[config.mk]
export PLATFORM = sky130hd
export DESIGN_NAME = psp_slave
export DESIGN_NICKNAME = d
export VERILOG_FILES = /design/src/shared/psp_pkg.sv /design/src/hw/psp_fifo.sv /design/src/hw/psp_slave.sv
export SDC_FILE = /design/constraint.sdc
export NUM_CORES = 1
export LEC_CHECK = 0
export ABC_AREA = 1
export BUFFER_PORTS_ARGS = -buffer_cell sky130_fd_sc_hd__buf_2
export CORE_AREA = 4 4 110 112
export CTS_CLUSTER_DIAMETER = 50
export DETAILED_ROUTE_END_ITERATION = 7
export DIE_AREA = 0 0 114 116
export PLACE_DENSITY = 0.66
export SYNTH_ARGS = -nofsm -noshare
export SYNTH_HDL_FRONTEND = slang
export SYNTH_HIERARCHICAL = 1
export SYNTH_SLANG_ARGS = --single-unit
[constraint.sdc]
create_clock -name i_sys_clk -period 2.4 [get_ports i_sys_clk]
set_clock_uncertainty 0.1 [all_clocks]
set_input_delay 0 -clock i_sys_clk [delete_from_list [all_inputs] [get_ports i_sys_clk]]
set_output_delay 0 -clock i_sys_clk [all_outputs]
set_load 0.02 [all_outputs]
[src/shared/psp_pkg.sv]
package psp_pkg;
	// -----------------------------------------------------------------
	// mode, increment and irq field encodings
	// -----------------------------------------------------------------
	localparam logic [1:0] PSP_MODE_LEGACY = 2'h0;
	localparam logic [1:0] PSP_MODE_ADDR = 2'h1;
	localparam logic [1:0] PSP_INC_BUFFERED = 2'h3;
	localparam logic [1:0] PSP_IRQ_EVERY = 2'h1;
	localparam logic [1:0] PSP_IRQ_LAST = 2'h3;
	// -----------------------------------------------------------------
	// buffer layout
	// -----------------------------------------------------------------
	localparam int PSP_SLOTS = 4;
	localparam logic [1:0] PSP_SLOT_FIRST = 2'h0;
	localparam logic [1:0] PSP_SLOT_LAST = 2'h3;
	localparam logic [3:0] PSP_OUT_EMPTY_RST = 4'hf;
	localparam logic [3:0] PSP_IN_FULL_RST = 4'h0;
	localparam int PSP_FIFO_DEPTH = 4;
endpackage : psp_pkg

[src/hw/psp_fifo.sv]
`timescale 1ns/10ps
`default_nettype none
module psp_fifo #(
	parameter int WIDTH = 8,
	parameter int DEPTH = 4
) (
	// clock and reset
	input wire logic i_sys_clk,
	input wire logic i_rstn,
	// fill side
	input wire logic i_valid,
	output logic o_ready,
	input wire logic [WIDTH-1:0] i_data,
	// drain side
	output logic o_valid,
	input wire logic i_ready,
	output logic [WIDTH-1:0] o_data
);
	localparam int AW = (DEPTH > 1) ? $clog2(DEPTH) : 1;
	initial begin
		if (DEPTH < 2 || (DEPTH & (DEPTH - 1)) != 0) begin
			$error("psp_fifo: depth must be a power of two of at least 2");
		end
	end
	logic [WIDTH-1:0] mem [DEPTH];
	logic [AW:0] wr_ptr_reg;
	logic [AW:0] rd_ptr_reg;
	logic full;
	logic empty;
	assign empty = (wr_ptr_reg == rd_ptr_reg);
	assign full = (wr_ptr_reg[AW-1:0] == rd_ptr_reg[AW-1:0]) && (wr_ptr_reg[AW] != rd_ptr_reg[AW]);
	assign o_ready = !full;
	assign o_valid = !empty;
	assign o_data = mem[rd_ptr_reg[AW-1:0]];
	always_ff @(posedge i_sys_clk) begin
		if (i_valid && !full) begin
			mem[wr_ptr_reg[AW-1:0]] <= i_data;
		end
	end
	always_ff @(posedge i_sys_clk) begin
		if (!i_rstn) begin
			wr_ptr_reg <= '0;
		end else if (i_valid && !full) begin
			wr_ptr_reg <= wr_ptr_reg + 1'b1;
		end
	end
	always_ff @(posedge i_sys_clk) begin
		if (!i_rstn) begin
			rd_ptr_reg <= '0;
		end else if (i_ready && !empty) begin
			rd_ptr_reg <= rd_ptr_reg + 1'b1;
		end
	end
endmodule : psp_fifo
`default_nettype wire

[src/hw/psp_slave.sv]
// Notes on behaviour
// - port answers only when enabled and mode is legacy or addressable.
// - mode 00 is a single-byte slave driven by host strobes.
// - read, write and select polarities are each selectable.
// - legacy write captures byte 0; input full set at write start, irq at write end.
// - legacy read drives byte 0 and sets all-outputs-empty.
// - software output write after host read leaves all-outputs-empty set.
// - select or read going inactive releases data pins and sets irq.
// - increment field 11 in legacy mode enables four-slot buffering.
// - slots 0..3 run from low byte of first word to high of second.
// - buffered reads send slots in order via a read pointer.
// - each output slot has an empty bit, set once driven.
// - buffered read of empty slot sets output underrun.
// - all-outputs-empty when all four slot empty bits set.
// - buffered writes fill slots in order via a write pointer.
// - slot full bit set by host write, cleared by software read.
// - host write into full slot sets input overrun, byte lost.
// - all-inputs-full when all four slot full bits set.
// - irq field 01 every strobe; 11 only on slot 3 access.
// - mode 01 is addressable, two address inputs pick the slot.
// - address 00..11 picks slot 0..3 for both directions.
// - addressable read drives slot, sets empty; empty read underruns.
// - addressable write into full slot flags error and drops byte.
// - overrun and underrun stay set until software clears them.
// - software read of an input slot clears its full bit.
`timescale 1ns/10ps
`default_nettype none
module psp_slave
	import psp_pkg::*;
#(
	parameter int DATA_W = 8,
	parameter int FIFO_DEPTH = PSP_FIFO_DEPTH
) (
	// clock and reset
	input wire logic i_sys_clk,
	input wire logic i_rstn,
	// configuration
	input wire logic i_port_module_on,
	input wire logic [1:0] i_port_mode,
	input wire logic [1:0] i_buffered_select_field,
	input wire logic [1:0] i_irq_condition_field,
	input wire logic i_read_pol_high,
	input wire logic i_write_pol_high,
	input wire logic i_select_pol_high,
	// host pins
	input wire logic [DATA_W-1:0] i_slave_data_bus,
	output logic [DATA_W-1:0] o_slave_data_bus,
	output logic o_slave_data_bus_oe,
	input wire logic i_host_read_strobe,
	input wire logic i_host_write_strobe,
	input wire logic i_slave_select_in,
	input wire logic [1:0] i_buffer_select_in,
	// software output side: load one output slot
	input wire logic i_out_load,
	input wire logic [1:0] i_out_slot,
	input wire logic [DATA_W-1:0] i_out_data,
	// software input side: stream of received bytes
	output logic o_in_valid,
	input wire logic i_in_ready,
	output logic [DATA_W-1:0] o_in_data,
	output logic [1:0] o_in_slot,
	// status
	input wire logic i_clear_errors,
	output logic [3:0] o_input_slot_full,
	output logic [3:0] o_output_slot_empty,
	output logic o_all_inputs_full,
	output logic o_all_outputs_empty,
	output logic o_input_overrun,
	output logic o_output_underrun,
	output logic o_port_irq_flag
);
	initial begin
		if (DATA_W != 8 || FIFO_DEPTH < 2) begin
			$error("psp_slave: byte-wide bus and fifo depth of at least 2 required");
		end
	end
	// -----------------------------------------------------------------
	// mode decode and strobe polarity
	// -----------------------------------------------------------------
	logic active;
	logic addr_mode;
	logic buf_mode;
	logic sel;
	logic rd;
	logic wr;
	assign active = i_port_module_on
		&& (i_port_mode == PSP_MODE_LEGACY || i_port_mode == PSP_MODE_ADDR);
	assign addr_mode = active && i_port_mode == PSP_MODE_ADDR;
	assign buf_mode = active && i_port_mode == PSP_MODE_LEGACY
		&& i_buffered_select_field == PSP_INC_BUFFERED;
	assign sel = i_slave_select_in ~^ i_select_pol_high;
	assign rd = i_host_read_strobe ~^ i_read_pol_high;
	assign wr = i_host_write_strobe ~^ i_write_pol_high;
	logic rd_act;
	logic wr_act;
	assign rd_act = active && sel && rd;
	assign wr_act = active && sel && wr;
	logic rd_act_reg;
	logic wr_act_reg;
	always_ff @(posedge i_sys_clk) begin
		if (!i_rstn) begin
			rd_act_reg <= 1'b0;
			wr_act_reg <= 1'b0;
		end else begin
			rd_act_reg <= rd_act;
			wr_act_reg <= wr_act;
		end
	end
	logic rd_start;
	logic rd_end;
	logic wr_start;
	logic wr_end;
	assign rd_start = rd_act && !rd_act_reg;
	assign rd_end = !rd_act && rd_act_reg;
	assign wr_start = wr_act && !wr_act_reg;
	assign wr_end = !wr_act && wr_act_reg;
	// -----------------------------------------------------------------
	// slot selection and pointers
	// -----------------------------------------------------------------
	logic [1:0] rd_ptr_reg;
	logic [1:0] wr_ptr_reg;
	logic [1:0] rd_slot;
	logic [1:0] wr_slot;
	logic [1:0] rd_slot_reg;
	logic [1:0] wr_slot_reg;
	always_comb begin
		if (addr_mode) begin
			rd_slot = i_buffer_select_in;
			wr_slot = i_buffer_select_in;
		end else if (buf_mode) begin
			rd_slot = rd_ptr_reg;
			wr_slot = wr_ptr_reg;
		end else begin
			rd_slot = PSP_SLOT_FIRST;
			wr_slot = PSP_SLOT_FIRST;
		end
	end
	always_ff @(posedge i_sys_clk) begin
		if (!i_rstn || !i_port_module_on) begin
			rd_ptr_reg <= PSP_SLOT_FIRST;
		end else if (!buf_mode) begin
			rd_ptr_reg <= PSP_SLOT_FIRST;
		end else if (rd_start) begin
			rd_ptr_reg <= rd_ptr_reg + 2'h1;
		end
	end
	always_ff @(posedge i_sys_clk) begin
		if (!i_rstn || !i_port_module_on) begin
			wr_ptr_reg <= PSP_SLOT_FIRST;
		end else if (!buf_mode) begin
			wr_ptr_reg <= PSP_SLOT_FIRST;
		end else if (wr_start) begin
			wr_ptr_reg <= wr_ptr_reg + 2'h1;
		end
	end
	// slot held from strobe start so the end-of-strobe interrupt knows it
	always_ff @(posedge i_sys_clk) begin
		if (!i_rstn) begin
			rd_slot_reg <= PSP_SLOT_FIRST;
			wr_slot_reg <= PSP_SLOT_FIRST;
		end else begin
			if (rd_start) begin
				rd_slot_reg <= rd_slot;
			end
			if (wr_start) begin
				wr_slot_reg <= wr_slot;
			end
		end
	end
	// -----------------------------------------------------------------
	// slot state: software loads and host reads output slots; host writes fill input slots
	// -----------------------------------------------------------------
	logic [DATA_W-1:0] out_mem [PSP_SLOTS];
	logic [3:0] out_empty_reg;
	logic [3:0] in_full_reg;
	logic [DATA_W-1:0] bus_out_reg;
	logic bus_oe_reg;
	// a slot is marked full only when its byte really enters the fifo
	logic push;
	genvar g;
	generate
		for (g = 0; g < PSP_SLOTS; g++) begin : g_slot
			always_ff @(posedge i_sys_clk) begin
				if (i_out_load && i_out_slot == 2'(g)) begin
					out_mem[g] <= i_out_data;
				end
			end
			// host read marks empty; in legacy mode a software load must not clear it
			always_ff @(posedge i_sys_clk) begin
				if (!i_rstn || (i_port_module_on && !active)) begin
					out_empty_reg[g] <= PSP_OUT_EMPTY_RST[g];
				end else if (rd_start && rd_slot == 2'(g)) begin
					out_empty_reg[g] <= 1'b1;
				end else if (i_out_load && i_out_slot == 2'(g) && (buf_mode || addr_mode)) begin
					out_empty_reg[g] <= 1'b0;
				end
			end
			// stored byte sets full; fifo take clears it, and the set wins
			always_ff @(posedge i_sys_clk) begin
				if (!i_rstn || (i_port_module_on && !active)) begin
					in_full_reg[g] <= PSP_IN_FULL_RST[g];
				end else if (push && wr_slot == 2'(g)) begin
					in_full_reg[g] <= 1'b1;
				end else if (o_in_valid && i_in_ready && o_in_slot == 2'(g)) begin
					in_full_reg[g] <= 1'b0;
				end
			end
		end
	endgenerate
	// data pins driven only while the read strobe is active
	always_ff @(posedge i_sys_clk) begin
		if (!i_rstn) begin
			bus_out_reg <= '0;
			bus_oe_reg <= 1'b0;
		end else if (rd_act) begin
			bus_out_reg <= out_mem[rd_act_reg ? rd_slot_reg : rd_slot];
			bus_oe_reg <= 1'b1;
		end else begin
			bus_oe_reg <= 1'b0;
		end
	end
	assign o_slave_data_bus = bus_out_reg;
	assign o_slave_data_bus_oe = bus_oe_reg && rd_act;
	// -----------------------------------------------------------------
	// input path: bytes go to software through a small fifo
	// -----------------------------------------------------------------
	logic fifo_ready;
	logic [DATA_W+1:0] fifo_out;
	// a full slot or full fifo drops the byte; fifo back-pressure is an overrun, or an underrun in addressable mode
	assign push = wr_start && !in_full_reg[wr_slot] && fifo_ready;
	psp_fifo #(
		.WIDTH(DATA_W + 2),
		.DEPTH(FIFO_DEPTH)
	) u_in_fifo (
		.i_sys_clk(i_sys_clk),
		.i_rstn(i_rstn && !(i_port_module_on && !active)),
		.i_valid(push),
		.o_ready(fifo_ready),
		.i_data({wr_slot, i_slave_data_bus}),
		.o_valid(o_in_valid),
		.i_ready(i_in_ready),
		.o_data(fifo_out)
	);
	assign o_in_data = fifo_out[DATA_W-1:0];
	assign o_in_slot = fifo_out[DATA_W+1:DATA_W];
	// -----------------------------------------------------------------
	// error flags and interrupt
	// -----------------------------------------------------------------
	logic overrun_reg;
	logic underrun_reg;
	logic irq_reg;
	logic write_err;
	logic read_err;
	assign write_err = wr_start && (in_full_reg[wr_slot] || !fifo_ready);
	assign read_err = rd_start && (buf_mode || addr_mode) && out_empty_reg[rd_slot];
	always_ff @(posedge i_sys_clk) begin
		if (!i_rstn || (i_port_module_on && !active)) begin
			overrun_reg <= 1'b0;
		end else if (write_err && !addr_mode) begin
			overrun_reg <= 1'b1;
		end else if (i_clear_errors) begin
			overrun_reg <= 1'b0;
		end
	end
	always_ff @(posedge i_sys_clk) begin
		if (!i_rstn || (i_port_module_on && !active)) begin
			underrun_reg <= 1'b0;
		end else if (read_err || (write_err && addr_mode)) begin
			underrun_reg <= 1'b1;
		end else if (i_clear_errors) begin
			underrun_reg <= 1'b0;
		end
	end
	logic irq_event;
	always_comb begin
		irq_event = 1'b0;
		if (buf_mode || addr_mode) begin
			case (i_irq_condition_field)
				PSP_IRQ_EVERY: irq_event = rd_end || wr_end;
				PSP_IRQ_LAST: irq_event = (rd_end && rd_slot_reg == PSP_SLOT_LAST)
					|| (wr_end && wr_slot_reg == PSP_SLOT_LAST);
				default: irq_event = 1'b0;
			endcase
		end else begin
			irq_event = rd_end || wr_end;
		end
	end
	// flag is a one-cycle pulse per strobe end that meets the irq condition
	always_ff @(posedge i_sys_clk) begin
		if (!i_rstn) begin
			irq_reg <= 1'b0;
		end else begin
			irq_reg <= irq_event;
		end
	end
	assign o_port_irq_flag = irq_reg;
	assign o_input_slot_full = in_full_reg;
	assign o_output_slot_empty = out_empty_reg;
	assign o_all_inputs_full = buf_mode || addr_mode ? &in_full_reg : in_full_reg[0];
	assign o_all_outputs_empty = buf_mode || addr_mode ? &out_empty_reg : out_empty_reg[0];
	assign o_input_overrun = overrun_reg;
	assign o_output_underrun = underrun_reg;
	// -----------------------------------------------------------------
	// checks
	// -----------------------------------------------------------------
	AST_NO_ACCESS_OFF: assert property (@(posedge i_sys_clk) disable iff (!i_rstn)
		!active |=> !bus_oe_reg) else $error("data bus driven while port inactive");
	AST_WR_SETS_FULL: assert property (@(posedge i_sys_clk) disable iff (!i_rstn)
		(wr_start && !addr_mode && !buf_mode && active) |=> o_input_slot_full[0])
		else $error("write did not mark slot 0 full");
	AST_RD_SETS_EMPTY: assert property (@(posedge i_sys_clk) disable iff (!i_rstn)
		(rd_start && rd_slot == PSP_SLOT_LAST) |=> o_output_slot_empty[3])
		else $error("read did not mark slot 3 empty");
	AST_UNDERRUN: assert property (@(posedge i_sys_clk) disable iff (!i_rstn)
		(read_err && active) |=> o_output_underrun) else $error("underrun not flagged");
	AST_OVERRUN: assert property (@(posedge i_sys_clk) disable iff (!i_rstn)
		(buf_mode && wr_start && in_full_reg[wr_slot]) |-> !push ##1 o_input_overrun)
		else $error("overrun not flagged or byte kept");
	AST_STICKY: assert property (@(posedge i_sys_clk) disable iff (!i_rstn)
		(o_input_overrun && !i_clear_errors && active) |=> o_input_overrun)
		else $error("overrun flag dropped without clear");
	AST_WRAP: assert property (@(posedge i_sys_clk) disable iff (!i_rstn)
		(buf_mode && wr_start && wr_ptr_reg == PSP_SLOT_LAST) |=> (wr_ptr_reg == PSP_SLOT_FIRST))
		else $error("write pointer failed to wrap");
	AST_IRQ_END: assert property (@(posedge i_sys_clk) disable iff (!i_rstn)
		(active && !buf_mode && !addr_mode && $fell(rd_act)) |-> ##1 o_port_irq_flag)
		else $error("no interrupt after read end");
	// -----------------------------------------------------------------
	// checks: pointers, status and interrupt
	// -----------------------------------------------------------------
	AST_RD_ADVANCE: assert property (@(posedge i_sys_clk) disable iff (!i_rstn)
		(buf_mode && rd_start) |=> (rd_ptr_reg == 2'($past(rd_ptr_reg) + 2'h1)))
		else $error("read pointer did not advance");
	AST_WR_ADVANCE: assert property (@(posedge i_sys_clk) disable iff (!i_rstn)
		(buf_mode && wr_start) |=> (wr_ptr_reg == 2'($past(wr_ptr_reg) + 2'h1)))
		else $error("write pointer did not advance");
	AST_OE_RELEASE: assert property (@(posedge i_sys_clk) disable iff (!i_rstn)
		$fell(rd_act) |=> !o_slave_data_bus_oe)
		else $error("data pins still driven after read end");
	AST_LEGACY_EMPTY: assert property (@(posedge i_sys_clk) disable iff (!i_rstn)
		(active && !buf_mode && !addr_mode && o_output_slot_empty[0]) |=> o_output_slot_empty[0])
		else $error("legacy empty flag cleared");
	AST_ALL_EMPTY: assert property (@(posedge i_sys_clk) disable iff (!i_rstn)
		(buf_mode || addr_mode) |-> (o_all_outputs_empty == &o_output_slot_empty))
		else $error("all-outputs-empty disagrees with slot bits");
	AST_ALL_FULL: assert property (@(posedge i_sys_clk) disable iff (!i_rstn)
		(buf_mode || addr_mode) |-> (o_all_inputs_full == &o_input_slot_full))
		else $error("all-inputs-full disagrees with slot bits");
	AST_ADDR_WR_ERR: assert property (@(posedge i_sys_clk) disable iff (!i_rstn)
		(addr_mode && wr_start && in_full_reg[wr_slot]) |-> !push ##1 o_output_underrun)
		else $error("addressable write to full slot not refused");
	AST_UNDERRUN_STICKY: assert property (@(posedge i_sys_clk) disable iff (!i_rstn)
		(o_output_underrun && !i_clear_errors && active) |=> o_output_underrun)
		else $error("underrun flag dropped without clear");
	AST_WR_SETS_SLOT: assert property (@(posedge i_sys_clk) disable iff (!i_rstn)
		push |=> o_input_slot_full[$past(wr_slot)])
		else $error("stored byte did not mark its slot full");
	AST_TAKE_CLEARS: assert property (@(posedge i_sys_clk) disable iff (!i_rstn)
		(o_in_valid && i_in_ready && !(push && wr_slot == o_in_slot))
			|=> !o_input_slot_full[$past(o_in_slot)])
		else $error("software take did not clear slot full");
	AST_IRQ_EVERY: assert property (@(posedge i_sys_clk) disable iff (!i_rstn)
		((buf_mode || addr_mode) && i_irq_condition_field == PSP_IRQ_EVERY && wr_end)
			|=> o_port_irq_flag)
		else $error("no interrupt after write end");
	AST_IRQ_LAST: assert property (@(posedge i_sys_clk) disable iff (!i_rstn)
		(buf_mode && i_irq_condition_field == PSP_IRQ_LAST && rd_end && !wr_end
			&& rd_slot_reg != PSP_SLOT_LAST) |=> !o_port_irq_flag)
		else $error("interrupt on a read before the last slot");
	AST_INACTIVE_IDLE: assert property (@(posedge i_sys_clk) disable iff (!i_rstn)
		(i_port_module_on && !active) |=> (o_input_slot_full == PSP_IN_FULL_RST
			&& o_output_slot_empty == PSP_OUT_EMPTY_RST && !o_in_valid))
		else $error("slot state kept while port inactive");
endmodule : psp_slave
`default_nettype wire

==> results of run 1 <==
cell type report:
type / instances / area, µm² / area share (%)
Inverter: 72 / 272.8 / 4.536
Sequential cell: 109 / 2903 / 48.27
Clock buffer: 12 / 256.5 / 4.265
Clock inverter: 4 / 30.03 / 0.4994
Timing Repair Buffer: 109 / 705.7 / 11.74
Tap cell: 143 / 178.9 / 2.975
Multi-Input combinational cell: 321 / 1667 / 27.72
worst max-delay path: cells and delay by family, from the launching register on:
kind | cells | cell delay (ns)
AND/OR/NAND/NOR | 7 | 0.74
buffers and inverters | 3 | 0.50
flip-flops | 1 | 0.43
path summary, 6_finish.rpt:
path | endpoint | slack, ns | cells past startpoint
hold / removal | o_port_irq_flag | -0.03 | 5
setup / recovery | u_in_fifo/mem[3][2] | 0.28 | 10
hold reg to reg | o_input_overrun | 0.36 | 2
setup reg to reg | u_in_fifo/mem[3][2] | 0.28 | 10
stage by stage:
| step | hold slack [ns] | utilization, % | total power [mW] | worst slack, ns | std cells |
|---|---|---|---|---|---|
| floorplan | -0.001131 | - | 2.331 | 0.2499 | 514 |
| global placement | 0.1094 | 48.64 | 2.460 | 0.3217 | 728 |
| detailed placement | 0.1198 | 48.64 | 2.471 | 0.2695 | 728 |
| CTS | 0.007472 | 53.51 | 3.916 | 0.02737 | 770 |
| global route | 0.06014 | 53.58 | 4.032 | 0.01775 | 770 |
| finish | -0.02859 | 53.58 | 3.880 | 0.2814 | 770 |
cells in the final DEF, fill, tap and decap left out, drive strengths merged:
| cell | Yosys | final |
|---|---|---|
| a211oi | 1 | 1 |
| a21boi | 2 | 2 |
| a21oi | 23 | 23 |
| buf | 6 | 84 |
| clkbuf | 6 | 12 |
| clkinv | 1 | 2 |
| clkinvlp | 0 | 1 |
| dfxtp | 37 | 37 |
| dlygate4sd3 | 0 | 25 |
| edfxtp | 72 | 72 |
| ha | 5 | 5 |
| inv | 71 | 73 |
| nand2 | 91 | 91 |
| nand3 | 54 | 54 |
| nand3b | 18 | 18 |
| nand4 | 5 | 5 |
| nor2 | 68 | 68 |
| nor3 | 3 | 3 |
| nor3b | 3 | 3 |
| o21ai | 30 | 30 |
| o21bai | 2 | 2 |
| o22ai | 10 | 10 |
| o31ai | 3 | 3 |
| or2 | 1 | 1 |
| xnor2 | 2 | 2 |
routing by layer:
layer	up-vias	GRT usage, %	share of wire (%)
met1	1779	20.01	41
met4	0	8.551	2.4
met2	96	31.54	52
met5	-	0	0
li1	1939	-	-
met3	23	2.402	4.5
cells by family (layout without fill, tap and decap cells):
family,after synthesis,in the layout,synth area share [%]
simple gates,243,243,24.11
compound gates,71,71,8.072
fa+ha+maj,5,5,1.277
buf+inv,84,197,6.922
xor+xnor,2,2,0.3577
flops,109,109,59.26
cell usage after synthesis (all sizes together):
library cell / instances
ha: 5
dfxtp: 37
clkbuf: 6
a211oi: 1
a21oi: 23
nor2: 68
nor3b: 3
o21ai: 30
edfxtp: 72
buf: 6
o22ai: 10
nand2: 91
o31ai: 3
clkinv: 1
nor3: 3
nand3b: 18
nand4: 5
or2: 1
xnor2: 2
o21bai: 2
a21boi: 2
inv: 71
nand3: 54
power groups by stage:
stage	Combinational [mW]	Clock, mW	Sequential [mW]
after floorplan	0.215	0	2.12
after global placement	0.351	0	2.11
after detailed placement	0.359	0	2.11
after CTS	0.391	1.46	2.07
after global routing	0.436	1.52	2.07
final	0.392	1.42	2.07
repair_timing:
action                                  in CTS  in global routing
gates resized for setup                      0                  2
hold buffers                                26                  0
buffers inserted                             0                  1
endpoints found under the setup margin       0                  1
endpoints found under the hold margin       78                  0
==> results.txt, run 1 <==
The run finished, with violations left. The final reports fail on hold timing. Reported net switching power: 0.9172 mW.

The tool flagged a number of max-cap violations equal to 0. The initial cell density of the core came out at 43.65%. In the post-synthesis netlist, the biggest area contributors are sky130_fd_sc_hd__edfxtp_1, sky130_fd_sc_hd__dfxtp_1, sky130_fd_sc_hd__nand2_1. The slew at the pin closest to its max-slew limit works out to 0.6909 ns. In this design, the stage delay of the slowest critical-path cell is 0.43 ns. In this run the worst path has a maximum fanout of 10. The worst hold slack after final layout was -0.02859 ns; the via density per instance was 4.983.

The floorplan step set the die width to 114 µm. For the part of the Yosys area used for sequential elements, the log shows 59.26%. The path class of the tightest hold or removal check is input pin to flop. The worst setup path is captured at a flop. The share of total power dissipated in combinational logic is 10.1%.

Data on the critical path is required at its endpoint by 2.30 ns. TritonCTS built the clock tree. The slowest stage cell on the critical path was sky130_fd_sc_hd__dfxtp_1.

Dividing the final minimum period by the clock period gives 88.27%. The power density over the cells came out at 645.3 nW/µm². The run gives 0.35 ns as the clock latency on the worst-skew pair. The startpoint of the most critical setup path was u_in_fifo/wr_ptr_reg[0].

The internal power came out at 2.963 mW. The total count of max-transition violations in the final report is 0, and the fraction of final layout cells sized beyond drive strength 1 is 20.89%. Row generation in the floorplan step produced 39 rows.

Of the total power, registers draw 53.3%. The count of nets left with antenna violations once routing finished came out at 0. Setup total negative slack on the finished layout was measured at 0 ns.

Clock sink count: 109. The placement-stage cell area was 5459 µm²; the number of buffers added on ports was 70. Start point of the worst hold path: i_irq_condition_field[0]. Net switching is 23.64% of the power. The category of the most critical setup path was flop to flop. After detailed routing, the number of remaining DRC violations is 0. The signal on the critical path passes through inv_1, nand2_1, nand2_2, nand3_4, nand3_1, nor2_1, nand2_1, inv_1, nand2_1, inv_1. After clock tree synthesis, the clock-pin slew on the worst setup and hold paths is 0.07 ns.

Before antenna repair, the detailed router went through 4 iterations. Setup violations remaining at the end of the flow were counted as 0. Setup repair after global routing left no endpoint under its margin. In this run the critical register-to-register path is launched from u_in_fifo/wr_ptr_reg[0]. The number of distinct library cell variants in the gate-level netlist after synthesis is 37.

No sink is reached through more buffers than the 2 on the longest clock path. Counting every net in the synthesized netlist gives 557. Relative to the synthesized area, the layout overhead comes to 22.76%. The root buffer cell chosen for the clock tree is sky130_fd_sc_hd__clkbuf_16. The worst path needs 2.119 ns of the cycle, external delays included. The hold violation total from the final report was 1. Per-cell routed wire length: 14.21 µm. For this block, the initial DRC count from the detailed router was 162. The tools report the CTS H-tree depth as 3. The remaining max-slew budget at the tightest pin is 53.94%. The antenna diode count was 0; the height of the chip was 116 µm. The clock network accounts for 36.6% of the total power. Half-perimeter wire length after placement: 7.487 mm. For the total global routing track utilization, the log shows 17.34%. The total detailed-routing wirelength is 10.94 mm, and the mapped cell area is 4898 µm². Of all cell types, the one taking the most synthesized area is sky130_fd_sc_hd__edfxtp_1. The first global-routing pass estimated 18.00 mm of wire. The logs give 11220 µm² for the core footprint and 665 for the net total in the final layout. For the maximum resistive drop on vdd, the log shows 0.0003641 V.

The number of global-route vias before repair came out at 3813. The via total after detailed routing is 3837, and the die area is 13220 µm². For the placer congestion estimate, the log shows 0.8507.

The tools report the overall overflow remaining after global route as 0. The layout has 986 filler cells. Synthesis inferred 109 register bits. Entering global routing, the biggest net connects 18 pins.

Synthesis produced a netlist whose cell count is 514. Dividing the synthesized area by the synthesized cell count gives 9.530 µm². The share of the synthesized area in the top cell type came out at 44.14%. The Yosys step of the flow raised 6 warnings. Buffers inserted during clock tree synthesis total 9. The worst endpoint data arrival time is 2.02 ns, and the static leakage is 2.561 nW.

Derived from the worst setup path, the maximum achievable clock frequency is 472.0 MHz. Once layout is done, the placed cells without fillers occupy 6013 µm². The initial antenna violation count came out at 0. The worst setup path is launched from a flop. In this run the count of I/O pins placed on the die edge is 71. The number of flip-flops under the largest register name works out to 40.
Note: power is estimated with default switching activity, not from simulation.
==> run 2: changes to the inputs <==
--- a/config.mk
+++ b/config.mk
@@ -7,11 +7,13 @@
 export LEC_CHECK = 0
 export ABC_AREA = 1
 export BUFFER_PORTS_ARGS = -buffer_cell sky130_fd_sc_hd__buf_2
-export CORE_AREA = 4 4 110 112
+export CELL_PAD_IN_SITES_DETAIL_PLACEMENT = 1
+export CELL_PAD_IN_SITES_GLOBAL_PLACEMENT = 2
+export CORE_AREA = 4 4 124 126
 export CTS_CLUSTER_DIAMETER = 50
 export DETAILED_ROUTE_END_ITERATION = 7
-export DIE_AREA = 0 0 114 116
-export PLACE_DENSITY = 0.66
+export DIE_AREA = 0 0 128 130
+export PLACE_DENSITY = 0.79
 export SYNTH_ARGS = -nofsm -noshare
 export SYNTH_HDL_FRONTEND = slang
 export SYNTH_HIERARCHICAL = 1
==> run 2 against run 1 <==
Net effect:
- combinational power increased by 2%
- largest cell class unchanged
- the run still ends with hold timing left
- worst setup slack worse by 0.015 ns
- first-iteration DRC count increased by 15%
- critical path depth stayed put
- non-clock buffer count grew 3
- sequential power about the same
- largest power group unchanged
- final area is 1.6% higher
- global-route usage is 1.8 points lower
- sequential share of layout area fell by 0.76 points
==> results.txt, run 2 (synthesis results as in run 1) <==
In this run the horizontal extent of the chip is 128 µm. In the post-route analysis, the smallest setup slack over all paths is 0.2660 ns. For the die area, the log shows 16640 µm².

In this run the worst path has a maximum fanout of 10. The library cell used most frequently in the layout, excluding fill and tap cells, is sky130_fd_sc_hd__nand2_1. For the worst setup path, the data required time is 2.35 ns. The tree is rooted in a sky130_fd_sc_hd__clkbuf_16. In this run the deepest clock path goes through 2 buffers.

The CTS H-tree depth is 3. The number of placed instances, taps included, is 772. The number of CTS-inserted buffers is 9. For the antenna diode count, the log shows 0. The initial cell density of the core is 34.22%. The worst path needs 2.134 ns of the cycle, external delays included. The worst path uses 88.92% of the clock period. Setup violations remaining at the end of the flow were counted as 0. In the global route stage, overall resource usage came out at 15.50%. The core region is 14310 µm². The worst setup path is captured at a flop. Detailed routing inserted a total of 3895 vias. The startpoint identified for the worst register-to-register timing path is u_in_fifo/wr_ptr_reg[1]. The logic depth of the worst register-to-register path was 10. The tools report the destination of the critical timing path as u_in_fifo/mem[2][5]. TritonCTS built the clock tree. For the worst setup path, the data arrival time is 2.09 ns. The wire-length estimate of the detail-placed layout is 8.964 mm. The area growth from synthesis to layout is 24.73%. The element type at the critical path start is a flop. The slew at the pin closest to its max-slew limit came out at 0.5412 ns. The initial antenna violation count was 0; the worst hold slack after final layout was -0.006312 ns. Entering global routing, the biggest net connects 20 pins. The first global-routing pass estimated 20.26 mm of wire. The worst reg-to-reg setup slack was 0.27 ns. The logs give 63.92% for the remaining max-slew budget at the tightest pin and 0.35 ns for the clock latency on the worst-skew pair. In this run the worst setup path begins at u_in_fifo/wr_ptr_reg[1]. In the routed design, unresolved DRC markers number 0. The logs give 187 for the DRC violation total after the first TritonRoute iteration and 0 for the count of antenna-violating nets left after detailed routing. The endpoint identified for the worst register-to-register timing path is u_in_fifo/mem[2][5].

The cell depth of the worst hold path came out at 5. The run gives 3.988 mW as the overall power after layout. After floorplanning, the core was divided into 44 placement rows. The logs give 0 for the number of buffers inserted by post-CTS setup repair and 5 for the first-pass iteration count of the detailed router.

Cells with a size suffix above 1 make up 21.27% of the layout. In the layout the commonest cells are sky130_fd_sc_hd__nand2_1, sky130_fd_sc_hd__edfxtp_1, sky130_fd_sc_hd__buf_2. The maximum resistive drop on vdd is 0.0004817 V, and the total negative slack is 0 ns. The final cell utilization of the core is 42.68%, and the height of the chip is 130 µm. Max-cap violations in this run came to 0. The total detailed-routing wirelength is 12.37 mm, and the number of flip-flops under the largest register name is 40.

The flow ran to the end, but the final reports show violations. The tightest min-delay check is of the input pin to flop type. The clock-pin slew of the registers on the worst-case setup and hold paths works out to 0.08 ns. The placer congestion estimate was 0.7591; the power density over the cells was 652.7 nW/µm².

71 I/O pins were placed. Clock sink count: 109. In this run the most critical hold path is launched from i_irq_condition_field[0]. The tools report the number of global-route vias before repair as 4110.

The count of cells in the finished layout, fillers not included, comes to 814. The final reports fail on hold timing. Setup repair after global routing left no endpoint under its margin. The hold violation total from the final report is 1, and the via density per instance is 4.785. The total count of max-transition violations in the final report is 0, and the per-cell routed wire length is 15.19 µm. The logs give 0 for the overall overflow remaining after global route and 468.6 MHz for the maximum clock frequency.

Category of the most critical setup path: flop to flop. The net total in the final layout is 668, and the post-place setup slack is 0.1892 ns. Summed over all cells, the static leakage comes to 2.577 nW. The count of buffers added on input and output ports is 70.
run 2: repair_timing:
| action | CTS | global route |
|---|---|---|
| resized for setup | 0 | 3 |
| setup endpoints to repair | 0 | 9 |
| hold buffers | 26 | 1 |
| hold endpoints to repair | 79 | 1 |
run 2: worst min path at each step:
| stage | end | slack [ns] |
|---|---|---|
| 2_1_floorplan | out_mem[0][0] | -0.001 |
| 3_3_place_gp | out_mem[0][6] | 0.11 |
| 3_5_place_dp | out_mem[0][6] | 0.12 |
| 4_1_cts | o_port_irq_flag | 0.005 |
| 5_1_grt | o_port_irq_flag | 0.02 |
| 6_report | o_port_irq_flag | -0.006 |
run 2: power breakdown:
group	leakage, nW	switching, mW	total, mW	internal, mW
clock	0.148	0.693	1.52	0.824
combinational	1.47	0.248	0.400	0.152
sequential	0.959	0.0243	2.07	2.05
total	2.58	0.965	3.99	3.02
run 2: worst max-delay path, cell delays in order (launching register included):
cell and delay (ns):
sky130_fd_sc_hd__dfxtp_1 0.42, sky130_fd_sc_hd__inv_1 0.11, sky130_fd_sc_hd__nand2_1 0.11, sky130_fd_sc_hd__nand2_2 0.10, sky130_fd_sc_hd__nand3_4 0.15, sky130_fd_sc_hd__nand3_1 0.14, sky130_fd_sc_hd__nor2_1 0.16, sky130_fd_sc_hd__buf_4 0.15
sky130_fd_sc_hd__nand2_1 0.09, sky130_fd_sc_hd__nor2_1 0.11, sky130_fd_sc_hd__buf_4 0.21
run 2: layout make-up:
| type | instances | area [µm²] |
|---|---|---|
| Inverter | 72 | 276.5 |
| Sequential cell | 109 | 2903 |
| Clock buffer | 9 | 225.2 |
| Clock inverter | 7 | 80.08 |
| Fill cell | 1673 | 8204 |
| Multi-Input combinational cell | 321 | 1664 |
| Tap cell | 184 | 230.2 |
| Timing Repair Buffer | 112 | 730.7 |
run 2: metal layers:
metal  share of wire (%)  global-route usage [%]  vias up
li1                    -                       -     1950
met1                  43                   18.30     1879
met2                  52                   28.00       51
met3                 3.1                   3.193       15
met4                 1.9                   5.493        0
met5                   0                       0        -
run 2: through the flow:
stage          hold slack (ns)  area (µm²)
2_1_floorplan        -0.001131        4898
3_5_place_dp            0.1177        5533
5_1_grt                0.02011        6110
6_report             -0.006312        6110
4_1_cts               0.004932        6098
3_3_place_gp            0.1091        5533
==> run 3: changes to the inputs <==
--- a/config.mk
+++ b/config.mk
@@ -9,11 +9,12 @@
 export BUFFER_PORTS_ARGS = -buffer_cell sky130_fd_sc_hd__buf_2
 export CELL_PAD_IN_SITES_DETAIL_PLACEMENT = 1
 export CELL_PAD_IN_SITES_GLOBAL_PLACEMENT = 2
-export CORE_AREA = 4 4 124 126
+export CORE_AREA = 4 4 180 95
 export CTS_CLUSTER_DIAMETER = 50
 export DETAILED_ROUTE_END_ITERATION = 7
-export DIE_AREA = 0 0 128 130
-export PLACE_DENSITY = 0.79
+export DIE_AREA = 0 0 184 99
+export GPL_TIMING_DRIVEN = 0
+export PLACE_DENSITY = 0.77
 export SYNTH_ARGS = -nofsm -noshare
 export SYNTH_HDL_FRONTEND = slang
 export SYNTH_HIERARCHICAL = 1
==> constraint.sdc (replaced) <==
create_clock -name i_sys_clk -period 1.78 [get_ports i_sys_clk]
set_clock_uncertainty 0.1 [all_clocks]
set_input_delay 0 -clock i_sys_clk [delete_from_list [all_inputs] [get_ports i_sys_clk]]
set_output_delay 0 -clock i_sys_clk [all_outputs]
set_load 0.02 [all_outputs]
==> run 3 against run 2 <==
Net effect:
- the run ends with setup timing left
- wire length is 6.5% higher
- combinational power is 49% higher
- maximum frequency is 11% higher
- register-to-register slack worse by 0.41 ns
- first-iteration DRC count is 19% lower
- sequential share of layout area is 2.5 points lower
- non-clock buffer count is 16 higher
- critical path depth stayed put
- critical path type unchanged
- largest cell class unchanged
- highest routed layer unchanged
==> results.txt, run 3 (synthesis results as in run 1) <==
The flow ran to the end, but the final reports show violations. The checks that failed: setup timing. The tools report the core footprint as 15290 µm². Along the worst hold path, the cell count comes to 6. The via total after detailed routing is 3956, and the critical path buffer and inverter count is 2.

The power density over the cells is 852.0 nW/µm². After the flow finishes, the layout carries non-filler instances totaling 851. The die area is 18220 µm².

The total instance count after detailed placement came out at 788. The number of global-route vias before repair is 4259. For flop-to-flop paths, the worst setup slack is -0.14 ns.

In this run the worst path has a maximum fanout of 9. The tools report the total global routing track utilization as 14.96%. VDD sags by at most 0.0005735 V. The run gives 0 as the hold violation total from the final report. From synthesis to final layout, the design area changed by 32.34%. The placement-stage cell area is 5565 µm², and the residual DRC count is 0.

The clock sink count was 109; the logic depth of the worst register-to-register path was 10. For the worst endpoint data arrival time, the log shows 1.89 ns. The finished cells cover 6482 µm². In the final timing run, aggregate negative setup slack is -4.068 ns.

The design draws 5.523 mW. The clock passes through at most 2 buffers. In the final design database the tool counted 685 nets. In this run the most critical hold path is launched from i_buffer_select_in[0].

For the wire length of the first global-routing pass, the log shows 21.31 mm. The fraction of final layout cells sized beyond drive strength 1 is 26.43%, and the first-pass iteration count of the detailed router is 4. The number of antenna diodes in the final layout is 0. The worst hold path terminates at o_output_slot_empty[0]. The worst setup path is captured at a flop. For the total count of max-transition violations in the final report, the log shows 0. Number of buffers added on ports: 70. The tree is rooted in a sky130_fd_sc_hd__clkbuf_16. In the routed layout, each cell is associated on average with a via count of 4.649. At the worst endpoint, the required time is 1.75 ns.

Headroom to the max-slew limit came out at 38.79%. TritonCTS built the clock tree. At the pin with the least slew margin, the transition time is 0.9147 ns. The height of the chip is 99 µm. The initial utilization of the core area, before any placement, comes to 32.03%. Endpoint of the most critical register-to-register path: u_in_fifo/mem[1][5].

Dividing the detail-routed wire length by the instance count gives 15.47 µm. For this run, the top clock speed supported by timing is 520.1 MHz. The DRC violation total after the first TritonRoute iteration came out at 152. The die span in x works out to 184 µm. Number of max-cap violations: 0. Setup repair after global routing could not meet its margin everywhere.

The initial antenna violation count is 0. The worst register-to-register path begins at wr_ptr_reg[0]. The number of clock buffers added by TritonCTS is 9. The tools report the element type at the critical path start as a flop. Entering global routing, the biggest net connects 18 pins. Among all stages on the critical path, the largest delay is contributed by sky130_fd_sc_hd__dfxtp_2.

Least setup slack across all paths after layout: -0.1427 ns. Summed over all nets, the half-perimeter wirelength after detailed placement is 8.733 mm. The largest single stage delay on the critical path is 0.34 ns. The run gives 3 as the CTS H-tree depth. In the layout the commonest cells are sky130_fd_sc_hd__nand2_1, sky130_fd_sc_hd__buf_2, sky130_fd_sc_hd__edfxtp_1. The worst setup path is of the flop to flop kind. The clock-pin slew of the registers on the worst-case setup and hold paths was 0.07 ns. The clock latency on the worst-skew pair was 0.35 ns; the number of fill cells was 1771. The overall overflow remaining after global route is 0, and the number of flip-flops under the largest register name is 40.

The routed design has 13.16 mm of wire. The final setup violation count was 40; the count of antenna-violating nets left after detailed routing was 0. After layout, the minimum clock period comes to 1.923 ns. The static leakage came out at 2.699 nW. Pin placement for this block handled 71 I/O pins. In this run the worst hold path is classified as input pin to flop. After layout, the worst path uses 108.0% of the clock period. The kind of cell with the highest combined delay along the critical path is simple AND/OR/NAND/NOR gates.

The most frequent standard cell in the layout excluding fill and tap cells is sky130_fd_sc_hd__nand2_1. The number of rows created at floorplan came out at 32. At the end of routability-driven placement, the weighted congestion stood at 0.7472. Traced cell by cell, the critical path runs through nand4_1, nand3_1, nand2_1, nand2_1, nand3_2, nor2_4, buf_12, nand2_8, nor2_4, buf_12.
run 3: cell count changes in the layout (fill, tap and decap cells not counted), sizes merged:
| cell | change |
|---|---|
| bufinv | +1 |
| buf | +8 |
| clkinv | +1 |
| inv | -1 |
| dlygate4sd3 | +4 |
| clkbuf | +4 |
run 3: tightest hold or removal path: stages:
cell                      delay, ns
sky130_fd_sc_hd__buf_2         0.10
sky130_fd_sc_hd__nand2_4       0.10
sky130_fd_sc_hd__nand2_4       0.10
sky130_fd_sc_hd__inv_4         0.05
sky130_fd_sc_hd__nand2_1       0.06
sky130_fd_sc_hd__nand2_1       0.04
run 3: how the worst max path moves through the flow:
stage / to / slack, ns / startpoint / cells past startpoint
3_5_place_dp: u_in_fifo/mem[3][4] / -0.50 / i_port_module_on / 12
4_1_cts: u_in_fifo/mem[1][2] / -0.14 / wr_ptr_reg[0] / 10
3_3_place_gp: u_in_fifo/mem[3][3] / -0.50 / i_port_module_on / 12
2_1_floorplan: u_in_fifo/mem[0][0] / 0.002 / wr_ptr_reg[0] / 9
6_report: u_in_fifo/mem[1][5] / -0.14 / wr_ptr_reg[0] / 10
5_1_grt: u_in_fifo/mem[1][6] / -0.29 / wr_ptr_reg[0] / 10
run 3: layout make-up:
cell class / count / area (µm²) / area share (%)
clock buffer: 9 / 225.2 / 3.474
clock inverter: 7 / 88.84 / 1.370
buffer: 12 / 93.84 / 1.448
tap: 204 / 255.2 / 3.937
timing repair buffer: 116 / 823.3 / 12.70
timing repair inverter: 1 / 7.507 / 0.1158
sequential: 109 / 2915 / 44.97
inverter: 72 / 277.8 / 4.285
multi-input combinational: 321 / 1795 / 27.70
run 3: power by group:
part / internal, mW / leakage [nW] / switching (mW)
sequential: 2.76 / 0.963 / 0.0276
combinational: 0.232 / 1.59 / 0.366
clock: 1.23 / 0.151 / 0.910
total: 4.22 / 2.70 / 1.30
run 3: metrics by stage:
step | hold WS [ns] | setup WS [ns] | utilization, %
4_1_cts | 0.03456 | -0.1359 | 41.48
6_report | 0.04030 | -0.1427 | 42.38
5_1_grt | 0.07065 | -0.2905 | 42.38
3_5_place_dp | 0.1177 | -0.5006 | 36.39
3_3_place_gp | 0.1130 | -0.4978 | 36.32
2_1_floorplan | -0.001131 | 0.001894 | -
run 3: metal layers:
metal  share of wire [%]  track usage [%]
met5                   0                0
met3                 2.8            3.945
met4                 1.2            3.407
met1                  44            17.82
met2                  52            27.16
run 3: what timing repair did:
action / in CTS / in global routing
gates cloned: 1 / 0
hold buffers: 30 / 0
pin swaps: 10 / 5
gates resized for setup: 13 / 32
setup buffers: 10 / 6
hold endpoints to repair: 95 / 0
setup endpoints to repair: 60 / 56
